$ cat src/lls_pkg.sv
// shared constants for the lane link health register slice
package lls_pkg;

    localparam int NUM_LINKS  = 2;
    localparam int NUM_LANES  = 3;
    localparam int FIRST_LANE = 5;
    localparam int ADDR_W     = 12;
    localparam int DATA_W     = 8;

    ////////////////////////////////////////////////////////////////////////
    // register offsets
    localparam logic [ADDR_W-1:0] ADDR_LINK_PAGE   = 12'h300;
    localparam logic [ADDR_W-1:0] ADDR_LANE5       = 12'h4B5;
    localparam logic [ADDR_W-1:0] ADDR_LANE6       = 12'h4B6;
    localparam logic [ADDR_W-1:0] ADDR_LANE7       = 12'h4B7;
    localparam logic [ADDR_W-1:0] ADDR_IRQ_EN_A    = 12'h4B8;

    ////////////////////////////////////////////////////////////////////////
    // field positions: lane health and irq enable share bits 7..3, link page uses bit 0
    localparam int BIT_BAD_DISP    = 7;
    localparam int BIT_NOT_IN_TBL  = 6;
    localparam int BIT_UNEXP_CTRL  = 5;
    localparam int BIT_DESKEW      = 4;
    localparam int BIT_INIT_ALIGN  = 3;
    localparam int BIT_CHECKSUM    = 2;
    localparam int BIT_FRAME_SYNC  = 1;
    localparam int BIT_CODE_GROUP  = 0;
    localparam int BIT_LINK_PAGE   = 0;

    ////////////////////////////////////////////////////////////////////////
    // masks and reset values
    localparam logic [DATA_W-1:0] IRQ_EN_MASK      = 8'hF8;
    localparam logic [DATA_W-1:0] EVENT_MASK       = 8'hF8;
    localparam logic [DATA_W-1:0] LINK_PAGE_MASK   = 8'h01;
    localparam logic [DATA_W-1:0] HEALTH_RESET     = 8'h00;
    localparam logic [DATA_W-1:0] IRQ_EN_RESET     = 8'h00;
    localparam logic [DATA_W-1:0] LINK_PAGE_RESET  = 8'h00;
    localparam logic [DATA_W-1:0] READ_ZERO        = 8'h00;

endpackage

$ cat src/lls_lane_health.sv
// one lane's health flags, registered, with change events
`timescale 1ns/1ps
module lls_lane_health
(
    input  wire logic                      clk,
    input  wire logic                      rst_b,
    input  wire logic [lls_pkg::DATA_W-1:0] errorThreshold,
    input  wire logic [lls_pkg::DATA_W-1:0] badDispCount,
    input  wire logic [lls_pkg::DATA_W-1:0] notInTableCount,
    input  wire logic [lls_pkg::DATA_W-1:0] unexpCtrlCount,
    input  wire logic                      deskewOk,
    input  wire logic                      initialAlignOk,
    input  wire logic                      checksumOk,
    input  wire logic                      frameSync,
    input  wire logic                      codeGroupSync,
    output logic      [lls_pkg::DATA_W-1:0] health,
    output logic      [lls_pkg::DATA_W-1:0] healthEvent
);

    logic [lls_pkg::DATA_W-1:0] next_health;
    logic [lls_pkg::DATA_W-1:0] next_healthEvent;

    always_comb
    begin
        next_health = lls_pkg::HEALTH_RESET;
        next_health[lls_pkg::BIT_BAD_DISP]   =
            (badDispCount >= errorThreshold);
        next_health[lls_pkg::BIT_NOT_IN_TBL] =
            (notInTableCount >= errorThreshold);
        next_health[lls_pkg::BIT_UNEXP_CTRL] =
            (unexpCtrlCount >= errorThreshold);
        next_health[lls_pkg::BIT_DESKEW]     = deskewOk;
        next_health[lls_pkg::BIT_INIT_ALIGN] = initialAlignOk;
        next_health[lls_pkg::BIT_CHECKSUM]   = checksumOk;
        next_health[lls_pkg::BIT_FRAME_SYNC] = frameSync;
        next_health[lls_pkg::BIT_CODE_GROUP] = codeGroupSync;
        // error flags count only on rising, sync flags on any change
        next_healthEvent = next_health ^ health;
        next_healthEvent[lls_pkg::BIT_BAD_DISP] =
            next_health[lls_pkg::BIT_BAD_DISP]
            & ~health[lls_pkg::BIT_BAD_DISP];
        next_healthEvent[lls_pkg::BIT_NOT_IN_TBL] =
            next_health[lls_pkg::BIT_NOT_IN_TBL]
            & ~health[lls_pkg::BIT_NOT_IN_TBL];
        next_healthEvent[lls_pkg::BIT_UNEXP_CTRL] =
            next_health[lls_pkg::BIT_UNEXP_CTRL]
            & ~health[lls_pkg::BIT_UNEXP_CTRL];
    end

    always_ff @(posedge clk or negedge rst_b)
    begin
        if (!rst_b)
        begin
            health      <= lls_pkg::HEALTH_RESET;
            healthEvent <= lls_pkg::HEALTH_RESET;
        end
        else
        begin
            health      <= next_health;
            healthEvent <= next_healthEvent;
        end
    end

endmodule

$ cat src/lls_irq_enable_bank.sv
// per-link copies of the first irq enable register
`timescale 1ns/1ps
module lls_irq_enable_bank
(
    input  wire logic                        clk,
    input  wire logic                        rst_b,
    input  wire logic                        wrEn,
    input  wire logic                        wrLink,
    input  wire logic [lls_pkg::DATA_W-1:0]   wrData,
    output logic [lls_pkg::NUM_LINKS-1:0][lls_pkg::DATA_W-1:0] enables
);

    logic [lls_pkg::NUM_LINKS-1:0][lls_pkg::DATA_W-1:0] next_enables;

    always_comb
    begin
        next_enables = enables;
        if (wrEn)
        begin
            // only bits 7..3 live here; the rest read zero
            next_enables[wrLink] = wrData & lls_pkg::IRQ_EN_MASK;
        end
    end

    always_ff @(posedge clk or negedge rst_b)
    begin
        if (!rst_b)
        begin
            enables <= {lls_pkg::NUM_LINKS{lls_pkg::IRQ_EN_RESET}};
        end
        else
        begin
            enables <= next_enables;
        end
    end

endmodule

$ cat src/lls_link_health_regs.sv
// lane 5..7 link health and first irq enable registers, paged per link
// Function
// - bad disparity flag set when count reaches threshold
// - not-in-table flag set when count reaches threshold
// - unexpected control flag set at count reaching threshold
// - bit 4 shows lane deskew achieved
// - bit 3 shows initial lane alignment achieved
// - bit 2 shows lane checksum correct
// - bit 1 shows frame synchronization achieved
// - bit 0 shows code group synchronization achieved
// - link page selects which link copy is accessed
// - bit 7 enables bad disparity interrupts, resets 0
// - bit 6 enables not-in-table interrupts, resets 0
// - bit 5 enables unexpected control interrupts, resets 0
// - bit 4 enables deskew interrupts, resets 0
// - bit 3 enables initial alignment interrupts, resets 0
// - lane status bits read-only, reset zero
`timescale 1ns/1ps
module lls_link_health_regs
(
    input  wire logic                                   clk,
    input  wire logic                                   rst_b,
    input  wire logic [lls_pkg::ADDR_W-1:0]              regAddr,
    input  wire logic                                   regWrEn,
    input  wire logic                                   regRdEn,
    input  wire logic [lls_pkg::DATA_W-1:0]              regWrData,
    output logic      [lls_pkg::DATA_W-1:0]              regRdData,
    input  wire logic [lls_pkg::NUM_LINKS-1:0][lls_pkg::DATA_W-1:0]
                                                        errorThreshold,
    input  wire logic [lls_pkg::NUM_LINKS-1:0][lls_pkg::NUM_LANES-1:0]
                      [lls_pkg::DATA_W-1:0]             badDispCount,
    input  wire logic [lls_pkg::NUM_LINKS-1:0][lls_pkg::NUM_LANES-1:0]
                      [lls_pkg::DATA_W-1:0]             notInTableCount,
    input  wire logic [lls_pkg::NUM_LINKS-1:0][lls_pkg::NUM_LANES-1:0]
                      [lls_pkg::DATA_W-1:0]             unexpCtrlCount,
    input  wire logic [lls_pkg::NUM_LINKS-1:0][lls_pkg::NUM_LANES-1:0]
                                                        deskewOk,
    input  wire logic [lls_pkg::NUM_LINKS-1:0][lls_pkg::NUM_LANES-1:0]
                                                        initialAlignOk,
    input  wire logic [lls_pkg::NUM_LINKS-1:0][lls_pkg::NUM_LANES-1:0]
                                                        checksumOk,
    input  wire logic [lls_pkg::NUM_LINKS-1:0][lls_pkg::NUM_LANES-1:0]
                                                        frameSync,
    input  wire logic [lls_pkg::NUM_LINKS-1:0][lls_pkg::NUM_LANES-1:0]
                                                        codeGroupSync,
    output logic      [lls_pkg::NUM_LINKS-1:0]           irqReq
);

    ////////////////////////////////////////////////////////////////////////
    // per-lane health, one instance per link and lane

    logic [lls_pkg::NUM_LINKS-1:0][lls_pkg::NUM_LANES-1:0]
          [lls_pkg::DATA_W-1:0] health;
    logic [lls_pkg::NUM_LINKS-1:0][lls_pkg::NUM_LANES-1:0]
          [lls_pkg::DATA_W-1:0] healthEvent;

    for (genvar lk = 0; lk < lls_pkg::NUM_LINKS; lk++)
    begin : g_link
        for (genvar ln = 0; ln < lls_pkg::NUM_LANES; ln++)
        begin : g_lane
            lls_lane_health u_lane
            (
                .clk             (clk),
                .rst_b           (rst_b),
                .errorThreshold  (errorThreshold[lk]),
                .badDispCount    (badDispCount[lk][ln]),
                .notInTableCount (notInTableCount[lk][ln]),
                .unexpCtrlCount  (unexpCtrlCount[lk][ln]),
                .deskewOk        (deskewOk[lk][ln]),
                .initialAlignOk  (initialAlignOk[lk][ln]),
                .checksumOk      (checksumOk[lk][ln]),
                .frameSync       (frameSync[lk][ln]),
                .codeGroupSync   (codeGroupSync[lk][ln]),
                .health          (health[lk][ln]),
                .healthEvent     (healthEvent[lk][ln])
            );
        end
    end

    ////////////////////////////////////////////////////////////////////////
    // link page selector

    logic [lls_pkg::DATA_W-1:0] linkPage;
    logic [lls_pkg::DATA_W-1:0] next_linkPage;
    logic                       pageSel;

    always_comb
    begin
        next_linkPage = linkPage;
        if (regWrEn && regAddr == lls_pkg::ADDR_LINK_PAGE)
        begin
            next_linkPage = regWrData & lls_pkg::LINK_PAGE_MASK;
        end
    end

    always_ff @(posedge clk or negedge rst_b)
    begin
        if (!rst_b)
        begin
            linkPage <= lls_pkg::LINK_PAGE_RESET;
        end
        else
        begin
            linkPage <= next_linkPage;
        end
    end

    assign pageSel = linkPage[lls_pkg::BIT_LINK_PAGE];

    ////////////////////////////////////////////////////////////////////////
    // irq enables, one copy per link

    logic [lls_pkg::NUM_LINKS-1:0][lls_pkg::DATA_W-1:0] irqEnable;
    logic                                             enWr;

    // writes to the status registers fall through: they hold no storage
    assign enWr = regWrEn && regAddr == lls_pkg::ADDR_IRQ_EN_A;

    lls_irq_enable_bank u_enables
    (
        .clk     (clk),
        .rst_b   (rst_b),
        .wrEn    (enWr),
        .wrLink  (pageSel),
        .wrData  (regWrData),
        .enables (irqEnable)
    );

    ////////////////////////////////////////////////////////////////////////
    // interrupt request, one-cycle pulse per link

    logic [lls_pkg::NUM_LINKS-1:0] next_irqReq;

    always_comb
    begin
        next_irqReq = '0;
        for (int lk = 0; lk < lls_pkg::NUM_LINKS; lk++)
        begin
            for (int ln = 0; ln < lls_pkg::NUM_LANES; ln++)
            begin
                // masked conditions are dropped, not held pending
                if ((healthEvent[lk][ln] & irqEnable[lk]
                     & lls_pkg::EVENT_MASK) != lls_pkg::READ_ZERO)
                begin
                    next_irqReq[lk] = 1'b1;
                end
            end
        end
    end

    always_ff @(posedge clk or negedge rst_b)
    begin
        if (!rst_b)
        begin
            irqReq <= '0;
        end
        else
        begin
            irqReq <= next_irqReq;
        end
    end

    ////////////////////////////////////////////////////////////////////////
    // read port, data registered one cycle after the strobe

    logic [lls_pkg::DATA_W-1:0] next_regRdData;

    always_comb
    begin
        next_regRdData = regRdData;
        if (regRdEn)
        begin
            case (regAddr)
                lls_pkg::ADDR_LINK_PAGE:
                    next_regRdData = linkPage;
                lls_pkg::ADDR_LANE5:
                    next_regRdData = health[pageSel][0];
                lls_pkg::ADDR_LANE6:
                    next_regRdData = health[pageSel][1];
                lls_pkg::ADDR_LANE7:
                    next_regRdData = health[pageSel][2];
                lls_pkg::ADDR_IRQ_EN_A:
                    next_regRdData = irqEnable[pageSel];
                default:
                    next_regRdData = lls_pkg::READ_ZERO;
            endcase
        end
    end

    always_ff @(posedge clk or negedge rst_b)
    begin
        if (!rst_b)
        begin
            regRdData <= lls_pkg::READ_ZERO;
        end
        else
        begin
            regRdData <= next_regRdData;
        end
    end

endmodule

$ cat config.mk
export PLATFORM = sky130hd
export DESIGN_NAME = lls_link_health_regs
export DESIGN_NICKNAME = d
export VERILOG_FILES = /design/src/lls_pkg.sv /design/src/lls_lane_health.sv /design/src/lls_irq_enable_bank.sv /design/src/lls_link_health_regs.sv
export SDC_FILE = /design/constraint.sdc
export NUM_CORES = 1
export LEC_CHECK = 0
export ABC_AREA = 1
export ABC_CLOCK_PERIOD_IN_PS = 1700
export BUFFER_PORTS_ARGS = -buffer_cell sky130_fd_sc_hd__buf_2
export CELL_PAD_IN_SITES_DETAIL_PLACEMENT = 0
export CELL_PAD_IN_SITES_GLOBAL_PLACEMENT = 2
export CORE_MARGIN = 3
export CORE_UTILIZATION = 29
export DETAILED_ROUTE_END_ITERATION = 10
export PLACE_DENSITY = 0.89
export SETUP_SLACK_MARGIN = 0.15
export SLEW_MARGIN = 20
export SYNTH_ARGS = -nofsm -noshare
export SYNTH_HDL_FRONTEND = slang
export SYNTH_SLANG_ARGS = --single-unit
$ cat constraint.sdc
create_clock -name clk -period 1.7 [get_ports clk]
set_clock_uncertainty 0.15 [all_clocks]
set_input_delay 0.34 -clock clk [delete_from_list [all_inputs] [get_ports clk]]
set_output_delay 0.34 -clock clk [all_outputs]
set_load 0.05 [all_outputs]
=== Word level (Yosys, flattened, before mapping) ===
Index checks and enable logic that the tools add are counted.

* Bits in registers: 123
* Bits of input ports: 214
* Output and inout bits: 10

* Magnitude comparators: 20
* Equal/unequal tests: 5
* Muxes and demuxes: 14
* Bitwise logic cells: 48
* Reduce and logical (&&, ||, !) cells: 9

{| class="wikitable"
|+ Operators with widths
! operator !! count
|-
| greater-or-equal comparator 8 bit || 18
|-
| AND 8 bit || 6
|-
| equality test 12 x 11 -> 1 bit (second input constant) || 4
|-
| two-way mux 24 bit || 2
|-
| nonzero test 8 bit || 6
|-
| one-hot mux 8 bit (5 select lines) || 1
|-
| bitwise XOR 5 bit || 6
|-
| two-way mux 8 bit || 3
|-
| AND 1 bit || 18
|-
| NOT 1 bit || 18
|-
| bitwise mux 16 bit || 1
|-
| equality test 12 x 10 -> 1 bit (second input constant) || 1
|-
| demux 8 bit (select 1 bit) || 1
|-
| two-way mux 1 bit || 6
|-
| logical AND 1 bit || 3
|-
| < comparator 1 x 2 -> 1 bit (second input constant) || 1
|-
| greater-or-equal comparator 1 bit (second input constant) || 1
|}

=== Longest topological paths before layout ===
* Depth in word-level cells: 5
* Mapped depth: 9
* Depth with buffers taken out: 9

=== By module ===
A second synthesis with hierarchy kept.

* Cell total of the unflattened synthesis: 1018
* Area, all modules: 8264.2 um^2

{| class="wikitable"
|+ Modules (own cells, without submodules)
! module !! times used !! cells an instance !! area each (um^2)
|-
| lls_lane_health || 6 || 119 || 1076.0
|-
| lls_link_health_regs || 1 || 253 || 1353.8
|-
| lls_irq_enable_bank || 1 || 51 || 454.2
|}

=== Least setup slack after synthesis ===
OpenSTA, ideal clock, no wires.

* Kind: input to register
* Start: in errorThreshold[5] (netlist name)
* End: reg g_link[0].g_lane[0].u_lane.healthEvent[7] (netlist name)
* Setup time: 0.113 ns
* Arrival time: 1.247 ns
* Data required time: 1.437 ns
* Slack: 0.190 ns
* Stages on the path: 8
* Path buffers: 0
* Cells stage by stage: inv_1 ha_1 a21oi_1 nor2_1 nor2_1 nand4_1 nand2_1 inv_1

* Word-level cells in the longest chain between the ends: 2

{| class="wikitable"
|+ RTL lines
! what !! RTL line !! RTL
|-
| from (decl) || lls_link_health_regs.sv:29 || <nowiki>errorThreshold,</nowiki>
|-
| greater-or-equal comparator 8 bit || lls_lane_health.sv:27 || <nowiki>(badDispCount >= errorThreshold);</nowiki>
|-
| via g_link[0].g_lane[0].u_lane.next_health, one bit || lls_lane_health.sv:20 || <nowiki>logic [lls_pkg::DATA_W-1:0] next_health;</nowiki>
|-
| AND 1 bit || lls_lane_health.sv:41 || <nowiki>& ~health[lls_pkg::BIT_BAD_DISP];</nowiki>
|-
| via g_link[0].g_lane[0].u_lane.next_healthEvent, one bit || lls_lane_health.sv:21 || <nowiki>logic [lls_pkg::DATA_W-1:0] next_healthEvent;</nowiki>
|-
| to (signal assigned) || lls_lane_health.sv:55 || <nowiki>healthEvent <= lls_pkg::HEALTH_RESET;</nowiki>
|-
| to (signal assigned) || lls_lane_health.sv:60 || <nowiki>healthEvent <= next_healthEvent;</nowiki>
|-
| to (decl) || lls_lane_health.sv:17 || <nowiki>output logic [lls_pkg::DATA_W-1:0] healthEvent</nowiki>
|}

The timed path passes the listed nets, and every way through them passes these cells.
A chain may end at the register's enable or synchronous reset.

=== Worst setup path after layout ===
* Start: in errorThreshold[15] (netlist name)
* End: reg g_link[1].g_lane[2].u_lane.healthEvent[5] (netlist name)

* Word-level cells in the longest chain between the ends: 2

{| class="wikitable"
|+ RTL lines
! what !! RTL line !! RTL
|-
| greater-or-equal comparator 8 bit || lls_lane_health.sv:31 || <nowiki>(unexpCtrlCount >= errorThreshold);</nowiki>
|-
| via g_link[1].g_lane[2].u_lane.next_health, one bit || lls_lane_health.sv:20 ||
|-
| AND 1 bit || lls_lane_health.sv:47 || <nowiki>& ~health[lls_pkg::BIT_UNEXP_CTRL];</nowiki>
|-
| via g_link[1].g_lane[2].u_lane.next_healthEvent, one bit || lls_lane_health.sv:21 ||
|-
| to (signal assigned) || lls_lane_health.sv:55 ||
|-
| to (signal assigned) || lls_lane_health.sv:60 ||
|-
| to (decl) || lls_lane_health.sv:17 ||
|}

The timed path passes the listed nets, and every way through them passes these cells.

==> results.txt <==
final hold slack = 118 ps
RSZ-0062 raised after global routing = yes
CP arrival = 1710 ps
GP Congestion = 0.842
synth top area cells = dfrtp_1 35%, ha_1 25%, nand2_1 11%, inv_1 6.5%, nand4_1 5.3%
Die Wd = 163 um
Non-Filler Instances = 1512
setup_tns = 0 ps
Synth Area in XOR/XNOR = 1.47%
pin count of the biggest net entering global routing = 50
share of layout cells above drive strength 1 = 30.6%
global-route wire length before repair = 33900 um
CTS Buf Count = 9
vias in the first global route = 6673
Synthesis Warnings = 0
worst r2r path cells = 6
sequential share of the synthesized area = 34.7%
initial drt markers = 202
Final Cell Area = 10200 um2
iteration count of the initial detailed-routing pass = 4
synthesized flop and latch total = 99
final worst path period share = 92.4%
Row Count = 56
antenna violations before repair = 4
WS Path Type = in2reg
Leak Pwr = 5.44 nW
area delta synth->final = 42.9%
routed via count = 6818
post-synth top area share = 34.7%
final global-route overflow total = 0
worst slew pin tran = 450 ps
critical path's largest stage delay = 270 ps
count of pins over their slew limit = 0
CTS tree = yes
Tmin final = 1570 ps
pwr/cell area = 629 nW/um2
gr usage total = 16.1%
Yosys top cell by area = dfrtp_1
maximum capacitance violations = 0
Synth Cell Area = 7150 um2
final hold viol count = 0
Buffers & Inverters on Critical Path = 4
largest family of logic cells by synthesized area = adder cells
Root Driver = clkbuf_16
clock sinks = 99
Starting Density = 30.0%
die height = 163 um
hold depth = 3
Max Freq = 637 MHz
total power = 0.00642 W
required time of the critical path = 1840 ps
Crit path max-delay family = simple AND/OR/NAND/NOR gates
Vias/cell = 4.51
Synth cell types = 27
status = finished clean
CP endpoint kind = flop
multiplexer share of the synthesized area = 0%
Placed Cells = 1448
total routed wirelength = 22100 um
die footprint = 26600 um2
post-route ant nets = 0
CP max FO = 4
Slew HR = 70.0%
critical-path cell list = buf_4 -> clkinvlp_4 -> buf_12 -> ha_4 -> nand2_4 -> nor2_1 -> nand4_1 -> nand4_1 -> nand2_1 -> inv_1
clock buffer depth = 2
HP Class = in2reg
VDD IR-drop max = 0.374 mV
Nets = 1544
adder and majority gate portion of the synthesized area = 25.2%
PortBufs = 221
Critical Path Most Common Cell = nand4_1
Critical Path Stages = 10
slowest cell on the critical path = ha_4
clock-pin slew on the worst setup and hold paths = 70 ps
Final HPWL DP = 17500 um
clock latency on the worst-skew pair = 340 ps
H-tree depth = 3
post-synthesis simple-gate area fraction = 23.9%
post-synthesis cell count = 879
Mapped Nets = 1237
DRC Markers = 0
# setup viols final = 0
wire per inst = 14.6 um
placed cell area = 9040 um2
synthesized area per cell = 8.13 um2
startpoint types = input port
core region area = 23800 um2
Ports = 224
compound-cell area share of the yosys netlist = 7.37%
synth_stat cells (all sizes together):
| cell | number |
|---|---|
| inv | 124 |
| xor2 | 12 |
| a21oi | 55 |
| clkinv | 1 |
| nor3 | 3 |
| nand3b | 1 |
| o21ai | 37 |
| and2 | 2 |
| nand3 | 19 |
| o22ai | 1 |
| buf | 9 |
| clkbuf | 3 |
| nand2 | 211 |
| ha | 144 |
| nand4 | 61 |
| dfrtp | 99 |
| nor2 | 89 |
| o31ai | 8 |
state kept, by name, indices dropped and copies added (netlist names):
name	flops
linkPage	1
g_link.g_lane.u_lane.health	48
regRdData	8
irqReq	2
u_enables.enables	10
g_link.g_lane.u_lane.healthEvent	30
kinds of logic (layout without fill, tap and decap cells):
group,after synthesis,after routing
XOR/XNOR,12,12
adder cells (fa/ha/maj),144,144
buffers and inverters,137,449
AO/OA/AOI/OAI,101,101
flip-flops,99,99
AND/OR/NAND/NOR,386,386
other,0,2
per-stage QoR:
step	setup WS [ps]	utilization, %
after global placement	-254	37.9
final	129	42.9
after CTS	101	40.6
after floorplan	190	-
after global routing	53.1	42.9
after detailed placement	-293	37.9
report_power, final:
group | switching, W | total [W] | internal [W]
logic | 0.000915 | 0.00170 | 0.000780
registers | 0.0000758 | 0.00262 | 0.00254
clock network | 0.000909 | 0.00211 | 0.00120
total | 0.00190 | 0.00642 | 0.00452
placed cells by master (no fill, tap or decap), types with 11 or more instances in the layout:
cell type,instances
clkinvlp_4,14
nand4_1,60
buf_12,11
dfrtp_1,99
o21ai_1,15
nand3_1,17
xor2_1,12
buf_4,40
inv_1,112
ha_1,120
dlygate4sd3_1,31
o21ai_0,22
a21oi_1,47
ha_4,24
nand2_1,203
nor2_1,73
nor2_2,14
buf_2,215
what timing repair did:
item,in CTS,in global routing
setup endpoints to repair,9,39
buffers inserted,0,9
hold buffers,31,0
pin swaps,0,27
gates resized for setup,1,82
hold endpoints to repair,129,0
cloned,0,6
worst register-to-register path, cell delays in order (launching register included):
cell     delay, ps
dfrtp_1        420
buf_12         200
o21ai_0        270
nand4_1        130
nand2_1         70
nor2_1          40
nor2_1          80
worst paths after layout:
kind | slack, ps | start | to
min | 120 | regWrData[6] | u_enables.enables[14]
max in group asynchronous | 700 | rst_b | g_link[1].g_lane[2].u_lane.healthEvent[3]
min in group asynchronous | 220 | rst_b | g_link[1].g_lane[1].u_lane.health[0]
max | 130 | errorThreshold[15] | g_link[1].g_lane[2].u_lane.healthEvent[5]
max reg2reg | 270 | linkPage[0] | regRdData[5]
min reg2reg | 320 | g_link[0].g_lane[0].u_lane.health[4] | g_link[0].g_lane[0].u_lane.healthEvent[4]
final cells by class:
class                   instances  area [um2]
clock inverters                 6        71.3
multi-input cells             643        4520
repair buffers                302        1960
well taps                     319         399
fillers                      2447       13600
inverters                     125         495
flip-flops and latches         99        2480
diodes                          2        5.00
clock buffers                  10         239
repair inverters                6        45.0
layer usage:
metal / vias up / track usage (%) / part of all wire [%]
met5: - / 0 / 0.13
met2: 155 / 27.8 / 48
met3: 22 / 3.56 / 5.5
met1: 3079 / 20.9 / 45
li1: 3556 / - / -
met4: 6 / 2.73 / 0.87
Note: power is estimated with default switching activity, not from simulation.
